==> src/shared/orl_regs_pkg.sv <==
// register map, field positions, reset values and link constants for the
// overrange / serial link control register bank; used by every rtl file.
// Function
// - one clear bit per virtual converter; 1 clears its overrange flag
// - read-only status byte, one overrange-occurred bit per virtual converter
// - swap bit 0 clear keeps converter order, set exchanges both channels
// - lanes equal two to bits 7:6, converters two to bits 5:3; reset 0x88
// - tail bit pseudo-noise fill when tail control set, none when clear
// - frame alignment characters inserted when control bit 0, suppressed when 1
package orl_regs_pkg;

	// register indices; byte address is four times the index
	localparam logic [11:0] IDX_OVR_CLEAR   = 12'h562;
	localparam logic [11:0] IDX_OVR_STATUS  = 12'h563;
	localparam logic [11:0] IDX_ORDER_SEL   = 12'h564;
	localparam logic [11:0] IDX_RATE_RANGE  = 12'h56E;
	localparam logic [11:0] IDX_PLL_LOCK    = 12'h56F;
	localparam logic [11:0] IDX_QUICK_SETUP = 12'h570;
	localparam logic [11:0] IDX_LINK_CTRL_A = 12'h571;
	localparam logic [11:0] IDX_LINK_CTRL_B = 12'h572;
	localparam logic [11:0] IDX_IRQ_STATUS  = 12'h5F0;
	localparam logic [11:0] IDX_IRQ_MASK    = 12'h5F1;

	// reset values
	localparam logic [7:0] RST_OVR_CLEAR   = 8'h00;
	localparam logic [7:0] RST_ORDER_SEL   = 8'h00;
	localparam logic [7:0] RST_RATE_RANGE  = 8'h10;
	localparam logic [7:0] RST_QUICK_SETUP = 8'h88;
	localparam logic [7:0] RST_LINK_CTRL_A = 8'h14;
	localparam logic [7:0] RST_LINK_CTRL_B = 8'h00;
	localparam logic [2:0] RST_IRQ_MASK    = 3'h0;

	// writable bit masks
	localparam logic [7:0] WMASK_ORDER_SEL  = 8'h01;
	localparam logic [7:0] WMASK_RATE_RANGE = 8'h10;
	localparam logic [7:0] WMASK_LINK_CTRL_B = 8'hF6;

	// field positions
	localparam int POS_SWAP        = 0;
	localparam int POS_LOW_RATE    = 4;
	localparam int POS_PLL_LOCK    = 7;
	localparam int POS_LANES_LO    = 6;
	localparam int POS_CONV_LO     = 3;
	localparam int POS_LINK_PDN    = 0;
	localparam int POS_FRAME_ALIGN_CHAR_INSERT_OFF    = 1;
	localparam int POS_ILAS_LO     = 2;
	localparam int POS_LANE_SYNC   = 4;
	localparam int POS_LONG_TEST   = 5;
	localparam int POS_TAIL_PN     = 6;
	localparam int POS_STANDBY_CGS = 7;

	// interrupt status bits
	localparam int IRQ_OVERRANGE = 0;
	localparam int IRQ_LOCK_LOST = 1;
	localparam int IRQ_LOCK_GOT  = 2;
	localparam int IRQ_BITS      = 3;

	// link control characters
	localparam logic [7:0] CHAR_K28_7 = 8'hFC; // frame end alignment
	localparam logic [7:0] CHAR_K28_3 = 8'h7C; // multiframe end alignment
	localparam logic [7:0] CHAR_K28_5 = 8'hBC; // code group sync

	// pseudo-noise seed for the tail fill generator
	localparam logic [8:0] PN_SEED = 9'h1FF;

endpackage

==> src/rtl/tail_pn_gen.sv <==
// nine-bit pseudo-noise generator (x^9 + x^5 + 1) feeding tail bit fill.
// assumes one shared clock and an asynchronous active low reset.
`timescale 1ns/1ps
module tail_pn_gen #(
	parameter int OUT_BITS = 2
) (
	// clock and reset
	input  wire logic                ref_clk,
	input  wire logic                nrst,
	// control
	input  wire logic                advance,
	// pattern
	output logic      [OUT_BITS-1:0] pnBits
);

	logic [8:0] lfsr_ff;
	logic [8:0] nxt_lfsr;
	integer     i;

	// step the register OUT_BITS times per advance
	always_comb
	begin
		nxt_lfsr = lfsr_ff;
		for (i = 0; i < OUT_BITS; i = i + 1)
		begin
			nxt_lfsr = {nxt_lfsr[7:0], nxt_lfsr[8] ^ nxt_lfsr[4]};
		end
	end

	// hold the sequence between samples
	always_ff @(posedge ref_clk or negedge nrst)
	begin
		if (!nrst)
			lfsr_ff <= orl_regs_pkg::PN_SEED;
		else if (advance)
			lfsr_ff <= nxt_lfsr;
	end

	assign pnBits = lfsr_ff[OUT_BITS-1:0];

endmodule

==> src/rtl/overrange_and_serial_link_control_regs.sv <==
// register bank for the overrange flags and serial link control, with the
// sample formatting and lane alignment character logic that it steers.
// assumes an apb master on ref_clk and sample/lane inputs synchronous to it.
//
// Chosen here: the APB interface to the registers.
`timescale 1ns/1ps
module overrange_and_serial_link_control_regs #(
	parameter int SAMPLE_WIDTH = 16, // transmitted sample width
	parameter int RESOLUTION   = 14, // converter resolution
	parameter int CTRL_BITS    = 0   // control bits per sample
) (
	// clock and reset
	input  wire logic                    ref_clk,
	input  wire logic                    nrst,
	// apb slave
	input  wire logic                    psel,
	input  wire logic                    penable,
	input  wire logic                    pwrite,
	input  wire logic [15:0]             paddr,
	input  wire logic [31:0]             pwdata,
	output logic                         pready,
	output logic [31:0]                  prdata,
	output logic                         pslverr,
	// interrupt
	output logic                         irq,
	// converter side
	input  wire logic [7:0]              overrangeEvent,
	input  wire logic                    sampleValid,
	input  wire logic [RESOLUTION-1:0]   sampleA,
	input  wire logic [RESOLUTION-1:0]   sampleB,
	input  wire logic [CTRL_BITS:0]      ctrlA,
	input  wire logic [CTRL_BITS:0]      ctrlB,
	input  wire logic                    pllLocked,
	// formatted samples
	output logic                         wordValid_ff,
	output logic [SAMPLE_WIDTH-1:0]      wordA_ff,
	output logic [SAMPLE_WIDTH-1:0]      wordB_ff,
	// lane octet stream
	input  wire logic                    octetValid,
	input  wire logic [7:0]              octetIn,
	input  wire logic                    frameEnd,
	input  wire logic                    multiframeEnd,
	output logic                         octetValid_ff,
	output logic [7:0]                   octetOut_ff,
	output logic                         octetIsK_ff,
	// link configuration
	output logic [3:0]                   laneCount,
	output logic [7:0]                   converterCount,
	output logic                         lowRateRange,
	output logic                         linkPowerDown,
	output logic [1:0]                   ilasMode,
	output logic                         laneSyncEnable,
	output logic                         longTestEnable,
	output logic                         standbyCgs,
	output logic [1:0]                   syncPinMode,
	output logic                         syncActiveHigh,
	output logic                         syncCmos,
	output logic                         codeBypass,
	output logic                         codeInvert
);

	localparam int TAIL_BITS = SAMPLE_WIDTH - RESOLUTION - CTRL_BITS;

	logic [7:0]           ovrClear_ff;
	logic [7:0]           ovrStatus_ff;
	logic [7:0]           orderSel_ff;
	logic [7:0]           rateRange_ff;
	logic [7:0]           quickSetup_ff;
	logic [7:0]           linkCtrlA_ff;
	logic [7:0]           linkCtrlB_ff;
	logic [2:0]           irqStatus_ff;
	logic [2:0]           irqMask_ff;
	logic                 lockPrev_ff;
	logic [7:0]           lastFrameOctet_ff;
	logic [11:0]          regIdx;
	logic                 addrOk;
	logic                 wrEn;
	logic                 rdEn;
	logic [7:0]           nxt_ovrStatus;
	logic [2:0]           irqEvent;
	logic [7:0]           wbyte;
	logic [TAIL_BITS-1:0] pnBits;
	logic [TAIL_BITS-1:0] tailBits;
	logic [RESOLUTION-1:0] firstSample;
	logic [RESOLUTION-1:0] secondSample;
	logic [CTRL_BITS:0]   firstCtrl;
	logic [CTRL_BITS:0]   secondCtrl;
	logic [SAMPLE_WIDTH-1:0] nxt_wordA;
	logic [SAMPLE_WIDTH-1:0] nxt_wordB;

	// apb decode: zero wait states, word aligned, unmapped gives pslverr
	assign regIdx = paddr[13:2];
	assign wbyte  = pwdata[7:0];
	always_comb
	begin
		addrOk = (paddr[1:0] == 2'h0) && (paddr[15:14] == 2'h0);
		case (regIdx)
			orl_regs_pkg::IDX_OVR_CLEAR,
			orl_regs_pkg::IDX_OVR_STATUS,
			orl_regs_pkg::IDX_ORDER_SEL,
			orl_regs_pkg::IDX_RATE_RANGE,
			orl_regs_pkg::IDX_PLL_LOCK,
			orl_regs_pkg::IDX_QUICK_SETUP,
			orl_regs_pkg::IDX_LINK_CTRL_A,
			orl_regs_pkg::IDX_LINK_CTRL_B,
			orl_regs_pkg::IDX_IRQ_STATUS,
			orl_regs_pkg::IDX_IRQ_MASK: addrOk = addrOk;
			default: addrOk = 1'b0;
		endcase
	end
	assign pready  = 1'b1;
	assign pslverr = psel && penable && !addrOk;
	assign wrEn    = psel && penable && pwrite && addrOk;
	assign rdEn    = psel && penable && !pwrite && addrOk;

	// read data register, updated on each read access
	always_ff @(posedge ref_clk or negedge nrst)
	begin
		if (!nrst)
			prdata <= 32'h0000_0000;
		else if (psel && !penable && !pwrite)
		begin
			case (addrOk ? regIdx : 12'h000) // refused accesses read zero
				orl_regs_pkg::IDX_OVR_CLEAR:   prdata <= {24'h000000, ovrClear_ff};
				orl_regs_pkg::IDX_OVR_STATUS:  prdata <= {24'h000000, ovrStatus_ff};
				orl_regs_pkg::IDX_ORDER_SEL:   prdata <= {24'h000000, orderSel_ff};
				orl_regs_pkg::IDX_RATE_RANGE:  prdata <= {24'h000000, rateRange_ff};
				orl_regs_pkg::IDX_PLL_LOCK:    prdata <= {24'h000000, pllLocked, 7'h00};
				orl_regs_pkg::IDX_QUICK_SETUP: prdata <= {24'h000000, quickSetup_ff};
				orl_regs_pkg::IDX_LINK_CTRL_A: prdata <= {24'h000000, linkCtrlA_ff};
				orl_regs_pkg::IDX_LINK_CTRL_B: prdata <= {24'h000000, linkCtrlB_ff};
				orl_regs_pkg::IDX_IRQ_STATUS:  prdata <= {29'h0, irqStatus_ff};
				orl_regs_pkg::IDX_IRQ_MASK:    prdata <= {29'h0, irqMask_ff};
				default:                       prdata <= 32'h0000_0000;
			endcase
		end
	end

	// plain read/write configuration registers
	always_ff @(posedge ref_clk or negedge nrst)
	begin
		if (!nrst)
		begin
			ovrClear_ff   <= orl_regs_pkg::RST_OVR_CLEAR;
			orderSel_ff   <= orl_regs_pkg::RST_ORDER_SEL;
			rateRange_ff  <= orl_regs_pkg::RST_RATE_RANGE;
			quickSetup_ff <= orl_regs_pkg::RST_QUICK_SETUP;
			linkCtrlA_ff  <= orl_regs_pkg::RST_LINK_CTRL_A;
			linkCtrlB_ff  <= orl_regs_pkg::RST_LINK_CTRL_B;
			irqMask_ff    <= orl_regs_pkg::RST_IRQ_MASK;
		end
		else if (wrEn)
		begin
			case (regIdx)
				orl_regs_pkg::IDX_OVR_CLEAR:   ovrClear_ff   <= wbyte;
				orl_regs_pkg::IDX_ORDER_SEL:
					orderSel_ff <= wbyte & orl_regs_pkg::WMASK_ORDER_SEL;
				orl_regs_pkg::IDX_RATE_RANGE:
					rateRange_ff <= wbyte & orl_regs_pkg::WMASK_RATE_RANGE;
				orl_regs_pkg::IDX_QUICK_SETUP: quickSetup_ff <= wbyte;
				orl_regs_pkg::IDX_LINK_CTRL_A: linkCtrlA_ff  <= wbyte;
				orl_regs_pkg::IDX_LINK_CTRL_B:
					linkCtrlB_ff <= wbyte & orl_regs_pkg::WMASK_LINK_CTRL_B;
				orl_regs_pkg::IDX_IRQ_MASK:    irqMask_ff    <= wbyte[2:0];
				default:                       irqMask_ff    <= irqMask_ff;
			endcase
		end
	end

	// sticky overrange flags; a clear bit at 1 empties and holds its flag
	always_comb
	begin
		nxt_ovrStatus = (ovrStatus_ff | overrangeEvent) & ~ovrClear_ff;
	end

	always_ff @(posedge ref_clk or negedge nrst)
	begin
		if (!nrst)
			ovrStatus_ff <= 8'h00;
		else
			ovrStatus_ff <= nxt_ovrStatus;
	end

	// interrupt events: new overrange, lock lost, lock gained
	always_ff @(posedge ref_clk or negedge nrst)
	begin
		if (!nrst)
			lockPrev_ff <= 1'b0;
		else
			lockPrev_ff <= pllLocked;
	end
	assign irqEvent[orl_regs_pkg::IRQ_OVERRANGE] = |(nxt_ovrStatus & ~ovrStatus_ff);
	assign irqEvent[orl_regs_pkg::IRQ_LOCK_LOST] = lockPrev_ff && !pllLocked;
	assign irqEvent[orl_regs_pkg::IRQ_LOCK_GOT]  = !lockPrev_ff && pllLocked;

	// write one to clear; an event in the same cycle wins
	always_ff @(posedge ref_clk or negedge nrst)
	begin
		if (!nrst)
			irqStatus_ff <= 3'h0;
		else if (wrEn && regIdx == orl_regs_pkg::IDX_IRQ_STATUS)
			irqStatus_ff <= (irqStatus_ff & ~wbyte[2:0]) | irqEvent;
		else
			irqStatus_ff <= irqStatus_ff | irqEvent;
	end
	assign irq = |(irqStatus_ff & irqMask_ff);

	// link shape and mode fields decoded for the transmitter
	assign laneCount      = 4'h1 << quickSetup_ff[orl_regs_pkg::POS_LANES_LO +: 2];
	assign converterCount = 8'h01 << quickSetup_ff[orl_regs_pkg::POS_CONV_LO +: 3];
	assign lowRateRange   = rateRange_ff[orl_regs_pkg::POS_LOW_RATE];
	assign linkPowerDown  = linkCtrlA_ff[orl_regs_pkg::POS_LINK_PDN];
	assign ilasMode       = linkCtrlA_ff[orl_regs_pkg::POS_ILAS_LO +: 2];
	assign laneSyncEnable = linkCtrlA_ff[orl_regs_pkg::POS_LANE_SYNC];
	assign longTestEnable = linkCtrlA_ff[orl_regs_pkg::POS_LONG_TEST];
	assign standbyCgs     = linkCtrlA_ff[orl_regs_pkg::POS_STANDBY_CGS];
	assign syncPinMode    = linkCtrlB_ff[7:6];
	assign syncActiveHigh = linkCtrlB_ff[5];
	assign syncCmos       = linkCtrlB_ff[4];
	assign codeBypass     = linkCtrlB_ff[2];
	assign codeInvert     = linkCtrlB_ff[1];

	// tail bit pattern source, TAIL_BITS steps per sample pair
	tail_pn_gen #(
		.OUT_BITS (TAIL_BITS)
	) tail_pn_gen_i (
		.ref_clk (ref_clk),
		.nrst    (nrst),
		.advance (sampleValid),
		.pnBits  (pnBits)
	);

	// tail bits carry noise only when enabled, else zero
	assign tailBits = linkCtrlA_ff[orl_regs_pkg::POS_TAIL_PN] ? pnBits
		: {TAIL_BITS{1'b0}};

	// converter order: swap exchanges the two output positions
	always_comb
	begin
		if (orderSel_ff[orl_regs_pkg::POS_SWAP])
		begin
			firstSample  = sampleB;
			secondSample = sampleA;
			firstCtrl    = ctrlB;
			secondCtrl   = ctrlA;
		end
		else
		begin
			firstSample  = sampleA;
			secondSample = sampleB;
			firstCtrl    = ctrlA;
			secondCtrl   = ctrlB;
		end
	end

	// pack sample, control bits and tail bits; no control field when none are carried
	if (CTRL_BITS > 0)
	begin : g_ctrl
		assign nxt_wordA = {firstSample, firstCtrl[CTRL_BITS:1], tailBits};
		assign nxt_wordB = {secondSample, secondCtrl[CTRL_BITS:1], tailBits};
	end
	else
	begin : g_no_ctrl
		assign nxt_wordA = {firstSample, tailBits};
		assign nxt_wordB = {secondSample, tailBits};
	end

	// assemble the transmitted words: sample, control bits, tail bits
	always_ff @(posedge ref_clk or negedge nrst)
	begin
		if (!nrst)
		begin
			wordValid_ff <= 1'b0;
			wordA_ff     <= '0;
			wordB_ff     <= '0;
		end
		else
		begin
			wordValid_ff <= sampleValid && !linkPowerDown;
			if (sampleValid)
			begin
				wordA_ff <= nxt_wordA;
				wordB_ff <= nxt_wordB;
			end
		end
	end

	// remember the last octet of each frame for repeat detection
	always_ff @(posedge ref_clk or negedge nrst)
	begin
		if (!nrst)
			lastFrameOctet_ff <= 8'h00;
		else if (octetValid && frameEnd)
			lastFrameOctet_ff <= octetIn;
	end

	// alignment character insertion on a repeated frame end octet
	always_ff @(posedge ref_clk or negedge nrst)
	begin
		if (!nrst)
		begin
			octetValid_ff <= 1'b0;
			octetOut_ff   <= 8'h00;
			octetIsK_ff   <= 1'b0;
		end
		else
		begin
			octetValid_ff <= octetValid && !linkPowerDown;
			octetOut_ff   <= octetIn;
			octetIsK_ff   <= 1'b0;
			if (octetValid && frameEnd && octetIn == lastFrameOctet_ff
				&& !linkCtrlA_ff[orl_regs_pkg::POS_FRAME_ALIGN_CHAR_INSERT_OFF])
			begin
				octetIsK_ff <= 1'b1;
				if (laneSyncEnable && multiframeEnd)
					octetOut_ff <= orl_regs_pkg::CHAR_K28_3;
				else
					octetOut_ff <= orl_regs_pkg::CHAR_K28_7;
			end
		end
	end

endmodule

==> config.mk <==
export PLATFORM = sky130hd
export DESIGN_NAME = overrange_and_serial_link_control_regs
export DESIGN_NICKNAME = d
export VERILOG_FILES = /design/src/shared/orl_regs_pkg.sv /design/src/rtl/tail_pn_gen.sv /design/src/rtl/overrange_and_serial_link_control_regs.sv
export SDC_FILE = /design/constraint.sdc
export NUM_CORES = 1
export LEC_CHECK = 0
export ABC_AREA = 1
export ABC_CLOCK_PERIOD_IN_PS = 2100
export BUFFER_PORTS_ARGS = -buffer_cell sky130_fd_sc_hd__buf_2
export CAP_MARGIN = 20
export CORE_UTILIZATION = 50
export CTS_CLUSTER_SIZE = 12
export DETAILED_ROUTE_END_ITERATION = 8
export PLACE_DENSITY = 0.91
export SLEW_MARGIN = 20
export SYNTH_ARGS = -nofsm -noshare
export SYNTH_HDL_FRONTEND = slang
export SYNTH_HIERARCHICAL = 1
export SYNTH_SLANG_ARGS = --single-unit
==> constraint.sdc <==
create_clock -name ref_clk -period 2.1 [get_ports ref_clk]
set_clock_uncertainty 0.1 [all_clocks]
set_input_delay 0.21 -clock ref_clk [delete_from_list [all_inputs] [get_ports ref_clk]]
set_output_delay 0.21 -clock ref_clk [all_outputs]
set_load 0.1 [all_outputs]
==> impl_metrics.json <==
{
  "syn-cell-area_sq_mm": 0.00571,
  "syn_area_per_cell_sq_um": 8.14,
  "power.density_mw_per_mm2": 855,
  "finalWirelength_um": 15200,
  "reg_top3": "wordA_ff: 16 flops, wordB_ff: 14 flops, tail_pn_gen_i/lfsr_ff: 9 flops",
  "internal_power_w": 0.00441,
  "yosysSeqAreaShare_pct": 49.8,
  "fin_setup_tns_ps": 0,
  "num_vias": 5503,
  "start_util_pct": 52.0,
  "status": "finished clean",
  "clk_path_buf_depth": 2,
  "maxCapViolations": 0,
  "rsz0062_at_grt": "no",
  "endpoint": "converterCount[1]",
  "vdd_ir_drop_max_mv": 0.598,
  "drive_gt1_share_pct": 29.2,
  "clock_latency_ps": 410,
  "hold_viol": 0,
  "grt_usage_pct": 27.2,
  "critPathMaxFanout": 6,
  "pin_count": 207,
  "top_register": "wordA_ff",
  "ff2ff_setup_slack_ps": 400,
  "min_from": "sampleA[0]",
  "cts-buffers-inserted": 17,
  "largest_register_ffs": 16,
  "yosysWarnings": 6,
  "place_hpwl_um": 10200,
  "grt_pass1_vias": 5239,
  "core_area_sq_mm": 0.0110,
  "cpMaxStageDelayCell": "dfstp_2",
  "cts_max_level": 4,
  "root_buffer": "clkbuf_16",
  "grt_antenna_before_repair": 0,
  "period_share_pct": 96.4,
  "start_kind": "flip-flop",
  "syn_inst": 702,
  "sw_frac_of_total_pct": 31.9,
  "synth_cell_types": 33,
  "fmax_mhz": 494,
  "crit_chain": "inv_1 > nor3_2 > buf_2",
  "design_area_sq_mm": 0.00757,
  "grt_pass1_wl_um": 24600,
  "drtIter0Drc": 540,
  "pwr-share-clk_pct": 44.7,
  "final.fill_count": 820,
  "setup_violations": 0,
  "hold_path.class": "input pin to flip-flop",
  "drt-pass1-iter-count": 5,
  "postRouteAntennaNets": 0,
  "p_sw_w": 0.00206,
  "synth_edf_count": 0,
  "drc": 0,
  "synth_commonest_cells": "184 x nand2_1, 99 x dfrtp_1, 80 x nor2_1, 78 x o21ai_0, 62 x inv_1",
  "power.static_leakage_nw": 3.95,
  "fin_cells": 1051,
  "cts_sinks": 113,
  "netlist.area_leader.share_pct": 43.4,
  "clkTransAtPathRegs_ps": 60,
  "critPathCaptureType": "output port",
  "required_ps": 1790,
  "slowest_delay_ps": 580,
  "holdWs_ps": 8.46,
  "p_comb_share_pct": 18.1,
  "r2r_start": "lastFrameOctet_ff[0]",
  "post_cts_buffers": 0,
  "via_per_inst": 5.24,
  "dp_slack_ps": 114,
  "place_area_sq_mm": 0.00661,
  "yosysMostFrequentCell": "nand2_1",
  "path_class": "flip-flop to output port",
  "fin_nets": 1002,
  "placedCellCount": 985,
  "cp-startpoint": "quickSetup_ff[3]",
  "diodes": 0,
  "fp-row-count": 38,
  "rr_worst_depth": 8,
  "slew_headroom_pct": 60.4,
  "slew_viol_final": 0,
  "synth-seq-cells": 113,
  "reg2reg_to": "octetOut_ff[7]",
  "die_h_um": 109,
  "grt_remaining_overflow": 0,
  "synthFlopType": "dfrtp_1",
  "die_w_um": 109,
  "die_area_sq_mm": 0.0119,
  "async_flop_share_pct": 100,
  "worst_slew_pin_slew_ps": 594,
  "synthTopCellsByArea": "dfrtp_1 43%, nand2_1 12%, o21ai_0 6.8%",
  "gp_congestion": 0.887,
  "min_period_ps": 2020,
  "syn_to_final_growth_pct": 32.5,
  "seqPwrFrac_pct": 37.2,
  "grt_start_max_net_pins": 114,
  "cts_tree": "yes",
  "portBuffers": 155,
  "worst_ep_arrival_time_ps": 1710,
  "drt-wirelength-per-cell_um": 14.5,
  "yosysTopAreaCell": "dfrtp_1",
  "setup_ws_ps": 76.6
}
-- cell type report --
| cell class | count | area (sq um) | area share [%] |
|---|---|---|---|
| sequential | 113 | 2850 | 37.6 |
| multi-input combinational | 494 | 2390 | 31.5 |
| timing repair buffer | 209 | 1320 | 17.4 |
| clock buffer | 19 | 453 | 5.99 |
| inverter | 63 | 239 | 3.16 |
| tap | 140 | 175 | 2.32 |
| clock inverter | 13 | 149 | 1.97 |
-- cells in the final DEF, fill, tap and decap left out, types with 2 or more instances in the layout --
cell / n
dlygate4sd3_1: 34
clkinvlp_4: 3
inv_6: 5
dfstp_2: 14
nand3_2: 3
nand2_1: 184
buf_2: 149
nor4_1: 3
buf_4: 19
nor2_4: 4
nand2_4: 2
nand3_1: 14
nand4_1: 33
bufinv_16: 2
buf_12: 3
nor3_2: 6
clkbuf_4: 4
nand2_2: 2
dfrtp_1: 99
a21oi_1: 3
nor2_2: 5
conb_1: 25
clkbuf_16: 17
nor2_1: 78
xor2_1: 5
o21ai_1: 15
o21ai_2: 20
clkinv_4: 2
o21ai_0: 78
nor3_1: 7
inv_1: 62
clkbuf_8: 2
-- power by group through the flow --
stage          Combinational, W  Sequential [W]  Clock [W]
2_1_floorplan          0.000479         0.00286          0
3_3_place_gp            0.00110         0.00244          0
3_5_place_dp            0.00112         0.00244          0
4_1_cts                 0.00117         0.00241    0.00292
5_1_grt                 0.00124         0.00242    0.00302
6_report                0.00117         0.00241    0.00289
-- logic make-up (layout without fill, tap and decap cells) --
logic type	after synthesis	count (layout)	share of synthesized area, %
DFF	113	113	49.8
AOI/OAI and AO/OA	118	118	11.8
and+or+nand+nor	345	345	26.8
other	2	25	0.131
buffers and inverters	118	304	10.5
xor gates and xnor gates	6	6	0.920
-- worst min path at each step --
stage                           endpoint  cells after the start
global route             ovrStatus_ff[2]                      3
detailed placement        octetOut_ff[2]                      2
CTS                         wordB_ff[11]                      3
global placement    lastFrameOctet_ff[2]                      2
finish                       wordA_ff[2]                      3
floorplan                  irqMask_ff[0]                      0
-- through the flow --
stage / utilization, % / total power, W
2_1_floorplan: - / 0.00334
3_3_place_gp: 60.2 / 0.00354
3_5_place_dp: 60.2 / 0.00356
4_1_cts: 68.8 / 0.00650
5_1_grt: 68.9 / 0.00668
6_report: 68.9 / 0.00647
-- worst max-delay path: cells and delay by family (launching register included) --
| kind | cells | cell delay [ps] |
|---|---|---|
| flops | 1 | 580 |
| buf+inv | 2 | 590 |
| simple gates | 1 | 130 |
-- routing by layer --
| metal | wire [um] | part of all wire, % | track usage [%] |
|---|---|---|---|
| met5 | 0 | 0 | 0 |
| met4 | 596 | 3.9 | 13.7 |
| met3 | 1010 | 6.6 | 6.04 |
| met2 | 7520 | 49 | 45.1 |
| met1 | 6100 | 40 | 33.2 |
-- repair_timing --
item	CTS	global route
resized for setup	0	4
hold buffers	34	0
hold endpoints to repair	133	0
endpoints found under the setup margin	0	4
Note: power is estimated with default switching activity, not from simulation.
